## config.mk

```make
export PLATFORM = sky130hd
export DESIGN_NAME = txlen_top
export DESIGN_NICKNAME = d
export VERILOG_FILES = /design/src/core/txlen_pkg.sv /design/src/core/txlen_sync.sv /design/src/core/txlen_top.sv
export SDC_FILE = /design/constraint.sdc
export NUM_CORES = 1
export LEC_CHECK = 0
export ABC_AREA = 0
export BUFFER_PORTS_ARGS = -buffer_cell sky130_fd_sc_hd__buf_2
export CAP_MARGIN = 20
export CELL_PAD_IN_SITES_DETAIL_PLACEMENT = 1
export CELL_PAD_IN_SITES_GLOBAL_PLACEMENT = 1
export CORE_UTILIZATION = 38
export CTS_CLUSTER_SIZE = 10
export DETAILED_ROUTE_END_ITERATION = 6
export PLACE_DENSITY_LB_ADDON = 0.1
export SLEW_MARGIN = 40
export SYNTH_ARGS = -nofsm -noshare
export SYNTH_HDL_FRONTEND = slang
export SYNTH_SLANG_ARGS = --single-unit
```

## constraint.sdc

```tcl
create_clock -name clk -period 2.8 [get_ports clk]
set_input_delay 0.7 -clock clk [delete_from_list [all_inputs] [get_ports clk]]
set_output_delay 0.7 -clock clk [all_outputs]
set_load 0.02 [all_outputs]
```

## src/core/txlen_pkg.sv

```systemverilog
// Package: register map, field layout and reset values of the transmit length registers
package txlen_pkg;
	// Printed offsets are not all multiples of four: they are register indexes
	localparam logic [7:0] TXLEN_IDX_HIGH = 8'h1d;
	localparam logic [7:0] TXLEN_IDX_LOW = 8'h1e;
	localparam int TXLEN_IDX_SHIFT = 2;
	// Own register: transmitter control and status
	localparam logic [7:0] TXLEN_IDX_CTRL = 8'h20;
	localparam logic [7:0] TXLEN_RESET = 8'h00;
	localparam int TXLEN_CTRL_START_BIT = 0;
	localparam int TXLEN_STAT_BUSY_BIT = 1;
	localparam int TXLEN_STAT_PARTIAL_BIT = 2;
	localparam int TXLEN_STAT_BITS_LSB = 4;
	localparam int TXLEN_COUNT_W = 12;
	localparam int TXLEN_BITS_W = 3;
	localparam int TXLEN_LOW_COUNT_LSB = 4;
	localparam int TXLEN_LOW_BITS_LSB = 1;
	localparam int TXLEN_LOW_FLAG_BIT = 0;
	localparam logic [1:0] TXLEN_HTRANS_NONSEQ = 2'h2;
	localparam logic [2:0] TXLEN_HSIZE_WORD = 3'h2;
	localparam logic TXLEN_HRESP_OKAY = 1'b0;
	typedef enum logic [1:0] {TXLEN_IDLE, TXLEN_FULL, TXLEN_PART, TXLEN_EOF} txlen_state_t;
endpackage : txlen_pkg

```

## src/core/txlen_sync.sv

```systemverilog
// Module: three-stage synchroniser for the chip enable pin with agreement filter
`timescale 1ns/1ns
module txlen_sync
(
	input wire logic clk,
	input wire logic sys_rst,
	input wire logic pin_in,
	output logic level_out
);
	logic [2:0] stage_reg;
	logic [2:0] stage_next;
	logic level_reg;
	logic level_next;

	always_comb
	begin
		stage_next = {stage_reg[1:0], pin_in};
		level_next = level_reg;
		// Only stages two and three are compared; stage one is metastable
		if (stage_reg[1] == stage_reg[2])
		begin
			level_next = stage_reg[2];
		end
	end

	always_ff @(posedge clk)
	begin
		if (sys_rst)
		begin
			stage_reg <= 3'h0;
			level_reg <= 1'b0;
		end
		else
		begin
			stage_reg <= stage_next;
			level_reg <= level_next;
		end
	end

	assign level_out = level_reg;
endmodule : txlen_sync

```

## src/core/txlen_top.sv

```systemverilog
// Module: transmit length registers on AHB-Lite with the frame byte/bit sequencer
//
// Decided for this implementation: the AHB-Lite slave port.
`timescale 1ns/1ns
module txlen_top
(
	input wire logic clk,
	input wire logic sys_rst,
	input wire logic chip_en,
	input wire logic hsel,
	input wire logic [31:0] haddr,
	input wire logic [1:0] htrans,
	input wire logic hwrite,
	input wire logic [2:0] hsize,
	input wire logic [31:0] hwdata,
	input wire logic hready,
	output logic [31:0] hrdata,
	output logic hreadyout,
	output logic hresp,
	input wire logic tx_ready,
	output logic tx_byte_req,
	output logic tx_bit_req,
	output logic tx_eof
);
	function automatic logic [31:0] reg_addr(input logic [7:0] idx);
		reg_addr = {22'h0, idx, 2'h0};
	endfunction : reg_addr

	// Field decode used only by the sequencer; the status read shows state_reg and bits_reg
	// Count field is split: high byte first, then the upper nibble of the low register
	function automatic logic [11:0] byte_count(input logic [7:0] hi, input logic [7:0] lo);
		byte_count = {hi, lo[7:txlen_pkg::TXLEN_LOW_COUNT_LSB]};
	endfunction : byte_count

	function automatic logic partial_flag(input logic [7:0] lo);
		partial_flag = lo[txlen_pkg::TXLEN_LOW_FLAG_BIT];
	endfunction : partial_flag

	// Bit count only matters with the flag set; otherwise it is taken as zero
	function automatic logic [2:0] partial_bits(input logic [7:0] lo);
		partial_bits = 3'h0;
		if (partial_flag(lo))
			partial_bits = lo[txlen_pkg::TXLEN_LOW_BITS_LSB +: txlen_pkg::TXLEN_BITS_W];
	endfunction : partial_bits

	////////////////////////////////////////////////////////////////////////
	// Enable pin is asynchronous: registers clear only once it has settled
	logic en_sync;
	txlen_sync u_en_sync
	(
		.clk(clk),
		.sys_rst(sys_rst),
		.pin_in(chip_en),
		.level_out(en_sync)
	);

	////////////////////////////////////////////////////////////////////////
	// Bus slave: address phase captured, write applied in the data phase
	logic wr_pend_reg;
	logic wr_pend_next;
	logic [31:0] addr_reg;
	logic [31:0] addr_next;
	logic [31:0] rdata_reg;
	logic [31:0] rdata_next;
	logic [7:0] high_reg;
	logic [7:0] high_next;
	logic [7:0] low_reg;
	logic [7:0] low_next;
	txlen_pkg::txlen_state_t state_reg;
	txlen_pkg::txlen_state_t state_next;
	logic [11:0] cnt_reg;
	logic [11:0] cnt_next;
	logic [2:0] bits_reg;
	logic [2:0] bits_next;
	logic start;
	logic busy;
	logic addr_ok;

	assign busy = (state_reg != txlen_pkg::TXLEN_IDLE);
	assign addr_ok = hsel && hready && (htrans == txlen_pkg::TXLEN_HTRANS_NONSEQ)
		&& (hsize == txlen_pkg::TXLEN_HSIZE_WORD);
	assign start = wr_pend_reg && !busy
		&& addr_reg == reg_addr(txlen_pkg::TXLEN_IDX_CTRL)
		&& hwdata[txlen_pkg::TXLEN_CTRL_START_BIT];

	always_comb
	begin
		wr_pend_next = addr_ok && hwrite;
		addr_next = addr_ok ? haddr : addr_reg;
		rdata_next = 32'h0;
		if (addr_ok && !hwrite)
		begin
			if (haddr == reg_addr(txlen_pkg::TXLEN_IDX_HIGH))
				rdata_next = {24'h0, high_reg};
			else if (haddr == reg_addr(txlen_pkg::TXLEN_IDX_LOW))
				rdata_next = {24'h0, low_reg};
			else if (haddr == reg_addr(txlen_pkg::TXLEN_IDX_CTRL))
			begin
				rdata_next[txlen_pkg::TXLEN_STAT_BUSY_BIT] = busy;
				rdata_next[txlen_pkg::TXLEN_STAT_PARTIAL_BIT] = (state_reg == txlen_pkg::TXLEN_PART);
				// Bit count of the partial byte shows only while that byte is sent
				if (state_reg == txlen_pkg::TXLEN_PART)
					rdata_next[txlen_pkg::TXLEN_STAT_BITS_LSB +: txlen_pkg::TXLEN_BITS_W] = bits_reg;
			end
		end
	end

	////////////////////////////////////////////////////////////////////////
	// Length registers
	always_comb
	begin
		high_next = high_reg;
		low_next = low_reg;
		// Writes are refused while a frame runs so the count cannot shift under it
		if (wr_pend_reg && !busy)
		begin
			if (addr_reg == reg_addr(txlen_pkg::TXLEN_IDX_HIGH))
				high_next = hwdata[7:0];
			else if (addr_reg == reg_addr(txlen_pkg::TXLEN_IDX_LOW))
				low_next = hwdata[7:0];
		end
		if (state_reg == txlen_pkg::TXLEN_EOF)
		begin
			high_next = txlen_pkg::TXLEN_RESET;
			low_next = txlen_pkg::TXLEN_RESET;
		end
		if (!en_sync)
		begin
			high_next = txlen_pkg::TXLEN_RESET;
			low_next = txlen_pkg::TXLEN_RESET;
		end
	end

	////////////////////////////////////////////////////////////////////////
	// Frame sequencer: one request per accepted byte or partial byte
	always_comb
	begin
		state_next = state_reg;
		cnt_next = cnt_reg;
		bits_next = bits_reg;
		tx_byte_req = 1'b0;
		tx_bit_req = 1'b0;
		unique case (state_reg)
			txlen_pkg::TXLEN_IDLE:
			begin
				if (start)
				begin
					// Latched here so a late write cannot reshape a running frame
					cnt_next = byte_count(high_reg, low_reg);
					bits_next = partial_bits(low_reg);
					if (cnt_next != 12'h000)
						state_next = txlen_pkg::TXLEN_FULL;
					else if (partial_flag(low_reg))
						state_next = txlen_pkg::TXLEN_PART;
					else
						state_next = txlen_pkg::TXLEN_EOF;
				end
			end
			txlen_pkg::TXLEN_FULL:
			begin
				tx_byte_req = 1'b1;
				if (tx_ready)
				begin
					cnt_next = cnt_reg - 12'h001;
					if (cnt_reg == 12'h001)
						state_next = partial_flag(low_reg)
							? txlen_pkg::TXLEN_PART : txlen_pkg::TXLEN_EOF;
				end
			end
			txlen_pkg::TXLEN_PART:
			begin
				tx_bit_req = 1'b1;
				if (tx_ready)
					state_next = txlen_pkg::TXLEN_EOF;
			end
			txlen_pkg::TXLEN_EOF:
			begin
				state_next = txlen_pkg::TXLEN_IDLE;
			end
		endcase
		// Disable abandons a frame at once, with no end-of-frame pulse
		if (!en_sync)
			state_next = txlen_pkg::TXLEN_IDLE;
	end

	always_ff @(posedge clk)
	begin
		if (sys_rst)
		begin
			wr_pend_reg <= 1'b0;
			addr_reg <= 32'h0;
			rdata_reg <= 32'h0;
			high_reg <= txlen_pkg::TXLEN_RESET;
			low_reg <= txlen_pkg::TXLEN_RESET;
			state_reg <= txlen_pkg::TXLEN_IDLE;
			cnt_reg <= 12'h000;
			bits_reg <= 3'h0;
		end
		else
		begin
			wr_pend_reg <= wr_pend_next;
			addr_reg <= addr_next;
			rdata_reg <= rdata_next;
			high_reg <= high_next;
			low_reg <= low_next;
			state_reg <= state_next;
			cnt_reg <= cnt_next;
			bits_reg <= bits_next;
		end
	end

	assign hrdata = rdata_reg;
	assign hreadyout = 1'b1;
	assign hresp = txlen_pkg::TXLEN_HRESP_OKAY;
	assign tx_eof = (state_reg == txlen_pkg::TXLEN_EOF);
endmodule : txlen_top

```

# Yosys cells after proc, flatten, opt, wreduce, memory -nomap -nowiden
# Index checks and enable logic that the tools add are counted.
[classes] addsub=1 eq_ne=17 muxes=22 bitwise=3 n_reduce_logical=23
[ops] cell="== test 32 x 7 -> 1 bit (second input constant)" n=4
[ops] cell="== test 32 x 8 -> 1 bit (second input constant)" n=2
[ops] cell="2-to-1 mux 12 bit" n=2
[ops] cell="one-hot mux 12 bit (2 select lines)" n=1
[ops] cell="2-to-1 mux 2 bit" n=7
[ops] cell="== test 12 x 1 -> 1 bit (second input constant)" n=1
[ops] cell="2-to-1 mux 3 bit" n=4
[ops] cell="nonzero test 12 bit" n=1
[ops] cell="subtractor 12 x 1 -> 12 bit (second input constant)" n=1
[ops] cell="logical AND 1 bit" n=8
[ops] cell="2-to-1 mux 8 bit" n=1
[ops] cell="!= test 2 bit (second input constant)" n=4
[ops] cell="one-hot mux 2 bit (4 select lines)" n=1
[ops] cell="== test 2 bit (second input constant)" n=3
[ops] cell="2-to-1 mux 1 bit" n=6
[ops] cell="AND reduction 3 bit" n=2
[ops] cell="OR reduction 3 bit" n=2
[ops] cell="AND reduction 2 bit" n=2
[ops] cell="AND reduction 4 bit" n=1
[ops] cell="nonzero test 2 bit" n=2
[ops] cell="OR reduction 2 bit" n=2
[ops] cell="== test 3 x 2 -> 1 bit (second input constant)" n=1
[ops] cell="NOT 1 bit" n=3
[ops] cell="== test 2 x 1 -> 1 bit (second input constant)" n=1
[ops] cell="3 further kinds" n=4
[totals] ff_bits=102 input_bits=76 output_inout_bits=37

# Longest topological paths before layout
# Gate-level depths: netlist of run 1.
[depth] depth_word=7 mapped_depth=8

# Cells and area by module
# Synthesis of run 1 repeated with hierarchy kept, for this count alone.
[hier_totals] cells_unflattened=416 area_unflattened_um2=3846.2
[modules_own_cells] module="txlen_top" n_inst=1 cells_per_inst=406 area_per_inst_um2=3733.6
[modules_own_cells] module="txlen_sync" n_inst=1 cells_per_inst=10 area_per_inst_um2=112.6

# Worst setup path after synthesis of run 1
# OpenSTA, ideal clock, no wires.
[synth_timing] path_type="register -> register" from="reg state_reg[0]" to="reg high_reg[0]" arrival_time_ns=1.929 path_slack_ns=0.736 path_stages_with_launch=8 path_buffers=0 synth_period_minus_slack_ns=2.064 cell_sequence="dfxtp_1 -> inv_1 -> ha_1 -> nor4b_2 -> nand3_1 -> nor4_4 -> mux2i_1 -> nor2_2"
[synth_via] elab_chain_cells=4 elab_cells_between_ends=6
[synth_lines] element="from (decl)" line_no="txlen_top.sv:69" rtl="txlen_pkg::txlen_state_t state_reg;"
[synth_lines] element="from (signal assigned)" line_no="txlen_top.sv:195" rtl="state_reg <= txlen_pkg::TXLEN_IDLE;"
[synth_lines] element="from (signal assigned)" line_no="txlen_top.sv:206" rtl="state_reg <= state_next;"
[synth_lines] element="nonzero test 2 bit" line_no="txlen_top.sv:79" rtl="assign busy = (state_reg != txlen_pkg::TXLEN_IDLE);"
[synth_lines] element="logical NOT 1 bit" line_no="txlen_top.sv:115" rtl="if (wr_pend_reg && !busy)"
[synth_lines] element="logical AND 1 bit" line_no="txlen_top.sv:115"
[synth_lines] element="AND reduction 2 bit (no line)"
[synth_lines] element="to (signal assigned)" line_no="txlen_top.sv:193" rtl="high_reg <= txlen_pkg::TXLEN_RESET;"
[synth_lines] element="to (signal assigned)" line_no="txlen_top.sv:204" rtl="high_reg <= high_next;"
[synth_lines] element="to (decl)" line_no="txlen_top.sv:65" rtl="logic [7:0] high_reg;"
# Parallel ways exist; a longest one is shown, timed or not.
# A chain may end at the register's enable or synchronous reset.

# Worst setup path in the final report of run 1
[layout_timing] from="reg state_reg[0]" to="reg cnt_reg[0]"
[layout_via] elab_chain_cells=7 elab_cells_between_ends=12
[layout_lines] element="nonzero test 2 bit" line_no="txlen_top.sv:79"
[layout_lines] element="logical NOT 1 bit" line_no="txlen_top.sv:82" rtl="assign start = wr_pend_reg && !busy"
[layout_lines] element="logical AND 1 bit" line_no="txlen_top.sv:82"
[layout_lines] element="logical AND 1 bit" line_no="txlen_top.sv:83" rtl="&& addr_reg == reg_addr(txlen_pkg::TXLEN_IDX_CTRL)"
[layout_lines] element="logical AND 1 bit" line_no="txlen_top.sv:84" rtl="&& hwdata[txlen_pkg::TXLEN_CTRL_START_BIT];"
[layout_lines] element="!= test 2 bit (no line)"
[layout_lines] element="AND reduction 3 bit (no line)"
[layout_lines] element="to (signal assigned)" line_no="txlen_top.sv:207" rtl="cnt_reg <= cnt_next;"
[layout_lines] element="to (decl)" line_no="txlen_top.sv:71" rtl="logic [11:0] cnt_reg;"
# Parallel ways exist; a longest one is shown, timed or not.

==> flow_summary_export.csv, run 1 <==
group,metric,value,unit
cts,clock_latency,0.35,ns
cts,cts-htree-levels,3,
layout,antenna_cells,0,
die,io_pins,113,
layout,final_common_cell,"dfxtp_1",
global_routing,grt_pass1_wl,15900,microns
critical_path,arrival,2.65,ns
yosys,synth_cell_types,49,
global_routing,track_usage,19.9,%
detailed_routing,finalWirelength,9620,microns
global_routing,grt_overflow_total,0,
pwr,ir_worst_vdd,189,uV
layout,area_delta_synth_final,15.3,%
placed_design,hpwlAfterDp,7280,microns
global_routing,grt_max_degree,34,
detailed_routing,via_count,3300,
pwr,total_power,0.00222,W
die,die_area,10400,sq um
yosys,syn_area_per_cell,8.39,sq um
outcome,status,"finished, final reports clean",
sta,slew_headroom,45.7,%
layout,fin_nets,595,
cts,cts_root_buf,"clkbuf_8",
sta,hold_violations,0,
critical_path,crit_path_end_kind,"flip-flop",
layout,fill_cells,1224,
yosys,netlist_area,3800,sq um
pwr,p_leak,1.57,nW
pwr,power_per_cell_area,506,nW/um^2
die,start_util,39.1,%
sta,max_clock_freq,0.418,GHz
yosys,yosys_warnings,0,
pwr,swShare,22.0,%
yosys,synth-seq-cells,78,
die,num_rows,36,
placed_design,io_buffer_count,62,
cts,cts_tree,"yes",
pwr,p_comb_share,5.3,%
cts,cts_setup_buffers,0,
critical_path,path_max_fanout,10,
critical_path,reg2reg_setup_slack,0.41,ns
critical_path,path_class,"flip-flop to flip-flop",
cts,clk_pin_slew,0.08,ns
sta,setup_viol_count_final,0,
detailed_routing,drc_errors,0,
detailed_routing,wire_per_inst,14.9,microns
sta,tns,0,ns
cts,cts_resized,0,
cts,cts_buffer_depth,2,
yosys,synthCells,453,
cts,clock_sinks,78,
yosys,yosysTopAreaCellShare,41.1,%
yosys,seq_area_frac_synth,41.1,%
yosys,synth_area_leader_cell,"dfxtp_1",
layout,drive_gt1_share,20.8,%
cts,numCtsBuffers,9,
critical_path,startpoint_type,"flip-flop",
yosys,yosys_most_used_dff,"dfxtp_1",
critical_path,crit_family,"simple AND/OR/NAND/NOR gates",
critical_path,worstPathRequired,3.06,ns
layout,final_cell_mix,"dfxtp_1 (78), nand2_1 (70), buf_2 (62), a21oi_1 (52), nor2_1 (28)",
pwr,p_switching,0.000488,W
die,die_height,102,microns
worst_hold_path,hold_path_class,"flip-flop to flip-flop",
yosys,synth_edf_count,0,
cts,postCtsHoldBufs,0,
layout,largest_reg_flops,32,
placed_design,gp_congestion,0.767,
critical_path,slowest_stage,"or3_1",
run,drv_cap,0,
pwr,seq_power_share,50.2,%
yosys,synth_area_leaders,"dfxtp_1 (41%), nand2_1 (6.9%), a21oi_1 (6.8%)",
global_routing,antenna_found_initial,1,
detailed_routing,postRouteAntennaNets,0,
pwr,internal_power,0.00173,W
sta,drv_slew,0,
sta,min_period_over_period,85.4,%
critical_path,worstPathCellList,"inv_1 -> ha_1 -> nor4b_2 -> and3_1 -> a31oi_2 -> or3_1 -> o31ai_1",
detailed_routing,post_drt_via_cell_ratio,5.10,
critical_path,cp_num_buf_inv,1,
detailed_routing,drt_first_pass_iters,4,
critical_path,worst-path-stages,7,
die,fp.dieW,102,microns
worst_hold_path,hold_depth,1,
sta,tightest_slew,0.815,ns
detailed_routing,drt_iter0_drc,89,
sta,fin_skew,0.00763,ns
die,core,9730,sq um
pwr,power.share.clock,44.5,%
sta,min_period,2.39,ns
sta,rsz0062_at_grt,"false",
global_routing,grt_pass1_vias,3227,
critical_path,r2r_cells,7,
critical_path,cp_slowest_stage_delay,0.55,ns
yosys,async_flop_share,0,%
## power by group through the flow
stage	registers, W	clock network [W]	logic [W]
after floorplan	0.00114	0	0.0000886
after global placement	0.00114	0	0.000114
after detailed placement	0.00114	0	0.000116
after CTS	0.00111	0.00102	0.000117
after global routing	0.00111	0.00106	0.000129
final	0.00111	0.000985	0.000117
## cells by family (layout without fill, tap and decap cells)
| family | count (synthesis) | after routing | synth area share [%] |
|---|---|---|---|
| AO/OA/AOI/OAI | 104 | 104 | 15.7 |
| XOR/XNOR | 1 | 1 | 0.231 |
| adder cells (fa/ha/maj) | 7 | 7 | 2.30 |
| buffers and inverters | 60 | 97 | 8.53 |
| flip-flops | 78 | 78 | 41.1 |
| multiplexers | 18 | 18 | 4.74 |
| other | 2 | 26 | 0.198 |
| AND/OR/NAND/NOR | 183 | 183 | 27.2 |
## final timing paths
kind / from / to
max: state_reg[0] / cnt_reg[0]
min reg2reg: u_en_sync.stage_reg[0] / u_en_sync.stage_reg[1]
min: u_en_sync.stage_reg[0] / u_en_sync.stage_reg[1]
max reg2reg: state_reg[0] / cnt_reg[0]
## area by class of cell
cell class,count,area (sq um),share of cell area [%]
Clock buffer,9,124,2.83
Clock inverter,4,98.8,2.26
Inverter,13,48.8,1.11
Multi-Input combinational cell,339,2000,45.7
Sequential cell,78,1560,35.6
Tap cell,133,166,3.80
Timing Repair Buffer,71,378,8.62
## metal layers
layer,share of wire [%],global-route usage [%]
met5,0.10,0
met4,1.1,5.27
met3,3.5,5.27
met2,48,33.8
met1,47,25.0
## synth_stat cells, types with 2 or more instances
cell,n
conb_1,2
nor2_1,28
nor4b_1,2
nand2b_1,6
buf_4,26
nand2_1,70
buf_1,5
nor4_2,2
nand3_1,6
a31oi_1,3
o31ai_1,2
a22oi_1,9
nand4b_1,3
clkbuf_1,15
a211oi_1,4
mux2i_1,18
a21oi_1,52
nor3b_1,2
nand4_1,3
and3_1,7
a41oi_1,3
dfxtp_1,78
nor4_4,5
ha_1,7
nor2b_1,7
o21ai_0,26
or3_1,2
nor3_1,8
nor2_2,10
inv_1,13
and2_1,2
nor4_1,10
## through the flow
stage	worst slack [ns]	utilization (%)	hold slack, ns	instance area [sq um]	cells
5_1_grt	0.256	45.0	0.466	4380	647
3_5_place_dp	0.386	42.7	0.428	4160	634
2_1_floorplan	0.736	-	0.414	3890	477
3_3_place_gp	0.495	42.7	0.424	4160	634
4_1_cts	0.382	45.0	0.447	4380	647
6_report	0.409	45.0	0.441	4380	647
Power figures use the tool's default switching activity.
==> run 2: changes to the inputs <==
Settings changed: CELL_PAD_IN_SITES_DETAIL_PLACEMENT 1 to default, CELL_PAD_IN_SITES_GLOBAL_PLACEMENT 1 to default, CORE_UTILIZATION 38 to 50, PLACE_DENSITY from default to 0.78, PLACE_DENSITY_LB_ADDON 0.1 to default.
==> flow_summary_export.csv, run 2 (synthesized netlist as in run 1, its figures left out) <==
group,metric,value,unit
outcome,status,"finished, final reports clean",
detailed_routing,drt_first_pass_iters,5,
sta,drv_slew,0,
global_routing,grt_pass1_vias,3034,
sta,hold_violations,0,
critical_path,worstPathRequired,3.07,ns
detailed_routing,post_drt_via_cell_ratio,5.37,
sta,tns,0,ns
cts,cts-htree-levels,3,
critical_path,crit_path_end_kind,"flip-flop",
die,fp.dieW,89.2,microns
run,drv_cap,0,
layout,largest_reg_flops,32,
global_routing,grt_overflow_total,0,
pwr,total_power,0.00190,W
worst_hold_path,hold_path_class,"flip-flop to flip-flop",
detailed_routing,drt_iter0_drc,158,
layout,fin_nets,594,
die,start_util,52.1,%
placed_design,placedCellCount,599,
detailed_routing,drc_errors,0,
cts,clock_sinks,78,
sta,min_period,2.36,ns
sta,hold-worst-slack,0.444,ns
placed_design,hpwlAfterDp,6270,microns
layout,drive_gt1_share,20.7,%
die,num_rows,31,
die,core,7290,sq um
die,io_pins,113,
layout,final_common_cell,"dfxtp_1",
sta,fin_skew,0.00843,ns
layout,antenna_cells,0,
layout,fill_cells,714,
die,die_height,89.2,microns
pwr,ir_worst_vdd,417,uV
layout,final_cells,612,
sta,min_period_over_period,84.4,%
cts,cts_tree,"yes",
critical_path,arrival,2.63,ns
sta,rsz0062_at_grt,"false",
cts,cts_root_buf,"clkbuf_8",
critical_path,startpoint_type,"flip-flop",
cts,cts_resized,0,
detailed_routing,finalWirelength,8330,microns
critical_path,path_class,"flip-flop to flip-flop",
sta,tightest_slew,0.694,ns
layout,final_cell_mix,"dfxtp_1 (78), nand2_1 (70), buf_2 (62), a21oi_1 (52), nor2_1 (28)",
cts,clk_pin_slew,0.07,ns
detailed_routing,wire_per_inst,13.6,microns
detailed_routing,via_count,3288,
cts,numCtsBuffers,9,
sta,setup_viol_count_final,0,
cts,postCtsHoldBufs,0,
sta,max_clock_freq,0.423,GHz
global_routing,antenna_found_initial,0,
pwr,power_per_cell_area,447,nW/um^2
layout,fin_area,4260,sq um
placed_design,io_buffer_count,62,
cts,cts_setup_buffers,0,
critical_path,path_max_fanout,10,
sta,slew_headroom,53.7,%
global_routing,grt_pass1_wl,13600,microns
layout,area_delta_synth_final,12.1,%
global_routing,grt_max_degree,34,
die,die_area,7950,sq um
detailed_routing,postRouteAntennaNets,0,
pwr,p_leak,1.53,nW
global_routing,track_usage,22.6,%
cts,clock_latency,0.35,ns
cts,cts_buffer_depth,2,
placed_design,gp_congestion,0.850,
placed_design,placed_cell_area,4120,sq um
run 2: cell count changes in the layout (fill, tap and decap cells not counted), sizes merged:
cell and change:
buf -1, bufinv -3, clkbuf +1, clkinv +2
run 2: final cells by class:
class | instances | area [sq um] | area share [%]
multi-input combinational | 339 | 2010 | 47.2
sequential | 78 | 1560 | 36.7
timing repair buffer | 70 | 370 | 8.70
clock buffer | 10 | 128 | 3.00
tap | 99 | 124 | 2.91
inverter | 13 | 48.8 | 1.15
clock inverter | 3 | 15.0 | 0.353
run 2: power by group:
group          internal (W)  total [W]  switching, W  leakage [nW]
registers           0.00111    0.00111    0.00000208         0.629
logic             0.0000376   0.000115     0.0000770         0.823
clock network      0.000302   0.000673      0.000371        0.0776
run 2: worst max-delay path, stage by stage, from the launching register on:
cell	delay (ns)
dfxtp_1	0.35
inv_1	0.12
ha_1	0.30
nor4b_2	0.28
and3_1	0.26
a31oi_2	0.17
or3_1	0.53
o31ai_1	0.26
run 2: path summary, 6_finish.rpt:
path,start,end,slack [ns],depth (start not counted)
setup / recovery,state_reg[0],cnt_reg[0],0.44,7
setup reg to reg,state_reg[0],cnt_reg[0],0.44,7
hold reg to reg,u_en_sync.stage_reg[0],u_en_sync.stage_reg[1],0.44,1
hold / removal,u_en_sync.stage_reg[0],u_en_sync.stage_reg[1],0.44,1
run 2: metrics by stage:
step,setup WS (ns),util [%]
2_1_floorplan,0.736,-
3_3_place_gp,0.343,56.3
3_5_place_dp,0.457,56.4
4_1_cts,0.435,58.4
5_1_grt,0.240,58.4
6_report,0.437,58.4
run 2: layer usage:
layer	track usage, %	part of all wire (%)	vias up
met4	9.96	1.8	0
met1	27.4	45	1522
met3	5.72	5.4	12
met2	38.0	48	108
met5	0	0	-
li1	-	-	1646
==> run 3: changes to the inputs <==
Settings changed: CORE_UTILIZATION 50 to 47, PLACE_DENSITY 0.78 to 0.77.
Clock period 2.8 ns to 2.1 ns, I/O delays scaled along.
==> flow_summary_export.csv, run 3 (synthesized netlist as in run 1, its figures left out) <==
group,metric,value,unit
pwr,ir_worst_vdd,349,uV
critical_path,reg2reg_setup_slack,0.12,ns
cts,cts_root_buf,"clkbuf_8",
die,start_util,48.9,%
die,io_pins,113,
run,drv_cap,0,
sta,setup_viol_count_final,0,
worst_hold_path,hold_path_class,"input port to flip-flop",
layout,fin_nets,608,
sta,min_period_over_period,94.4,%
global_routing,grt_pass1_wl,14400,microns
pwr,power_per_cell_area,611,nW/um^2
cts,cts-htree-levels,3,
layout,fin_area,4500,sq um
placed_design,io_buffer_count,62,
critical_path,path_class,"flip-flop to output pin",
layout,final_common_cell,"dfxtp_1",
layout,final_cells,632,
global_routing,grt_max_degree,35,
outcome,status,"finished, final reports clean",
sta,rsz0062_at_grt,"false",
critical_path,slowest_stage,"dfxtp_1",
detailed_routing,postRouteAntennaNets,0,
cts,clock_sinks,78,
placed_design,placed_cell_area,4260,sq um
cts,cts_buffer_depth,2,
global_routing,track_usage,21.7,%
layout,fill_cells,723,
critical_path,crit_path_end_kind,"output pin",
sta,tns,0,ns
global_routing,grt_overflow_total,0,
layout,antenna_cells,0,
critical_path,arrival,1.46,ns
pwr,total_power,0.00275,W
detailed_routing,finalWirelength,8770,microns
die,num_rows,32,
critical_path,worstPathRequired,1.57,ns
pwr,p_leak,1.64,nW
detailed_routing,wire_per_inst,13.9,microns
cts,clock_latency,0.35,ns
sta,slew_headroom,62.5,%
cts,cts_tree,"yes",
placed_design,placedCellCount,616,
critical_path,cp_slowest_stage_delay,0.33,ns
sta,min_period,1.98,ns
die,die_area,8450,sq um
layout,drive_gt1_share,24.0,%
die,die_height,91.9,microns
layout,area_delta_synth_final,18.4,%
placed_design,hpwlAfterDp,6480,microns
detailed_routing,post_drt_via_cell_ratio,5.34,
global_routing,antenna_found_initial,0,
critical_path,path_common_cell,"buf_4",
critical_path,startpoint_type,"flip-flop",
die,core,7770,sq um
sta,max_clock_freq,0.505,GHz
critical_path,worstPathCellList,"inv_1 -> buf_4 -> ha_1 -> buf_4 -> buf_2",
sta,hold-worst-slack,0.392,ns
sta,hold_violations,0,
sta,fin_skew,0.0105,ns
layout,final_cell_mix,"dfxtp_1 (78), nand2_1 (70), buf_2 (62), a21oi_1 (51), nor2_1 (28)",
critical_path,path_max_fanout,12,
sta,drv_slew,0,
die,fp.dieW,91.9,microns
placed_design,gp_congestion,0.833,
detailed_routing,drt_iter0_drc,174,
detailed_routing,drc_errors,0,
cts,clk_pin_slew,0.07,ns
cts,postCtsHoldBufs,0,
sta,tightest_slew,0.561,ns
layout,largest_reg_flops,32,
detailed_routing,via_count,3377,
detailed_routing,drt_first_pass_iters,4,
cts,numCtsBuffers,9,
global_routing,grt_pass1_vias,3146,
-- run 3: worst max-delay path: cells and delay by family (launching register included) --
kind                     cells  cell delay [ns]
buffers and inverters        4             0.55
flip-flops                   1             0.33
adder cells (fa/ha/maj)      1             0.23
-- run 3: timing repair --
item,CTS,global route
buffers inserted,0,0
resized for setup,0,8
endpoints found under the setup margin,0,13
-- run 3: worst paths after layout --
kind                                        startpoint                endpoint  cells past startpoint
worst max-delay path                      state_reg[1]             tx_byte_req                      5
worst min-delay path                           chip_en  u_en_sync.stage_reg[0]                      2
worst min register to register  u_en_sync.stage_reg[0]  u_en_sync.stage_reg[1]                      1
worst max register to register            state_reg[1]              cnt_reg[0]                      8
-- run 3: stage by stage --
step / util (%) / setup slack (ns)
floorplan: - / 0.0363
global placement: 54.8 / -0.175
detailed placement: 54.9 / 0.0205
CTS: 57.3 / 0.0186
global route: 57.9 / 0.000554
finish: 57.9 / 0.119
-- run 3: cell type report --
type | count | area, sq um | area share, %
Clock inverter | 5 | 60.1 | 1.34
Timing Repair Buffer | 84 | 513 | 11.4
Clock buffer | 11 | 131 | 2.92
Inverter | 13 | 48.8 | 1.08
Multi-Input combinational cell | 339 | 2060 | 45.7
Sequential cell | 78 | 1560 | 34.7
Tap cell | 102 | 128 | 2.84
-- run 3: layer usage --
layer  track usage [%]  routed length [microns]  up-vias
li1                  -                        -     1677
met3              6.05                      494       16
met5                 0                        0        -
met2              37.0                     4300      118
met1              26.1                     3820     1566
met4              7.29                      161        0
-- run 3: power by group --
group	leakage (nW)	total (W)	switching [W]	internal (W)
registers	0.629	0.00149	0.00000296	0.00148
clock network	0.0935	0.00110	0.000549	0.000552
logic	0.921	0.000162	0.000106	0.0000556
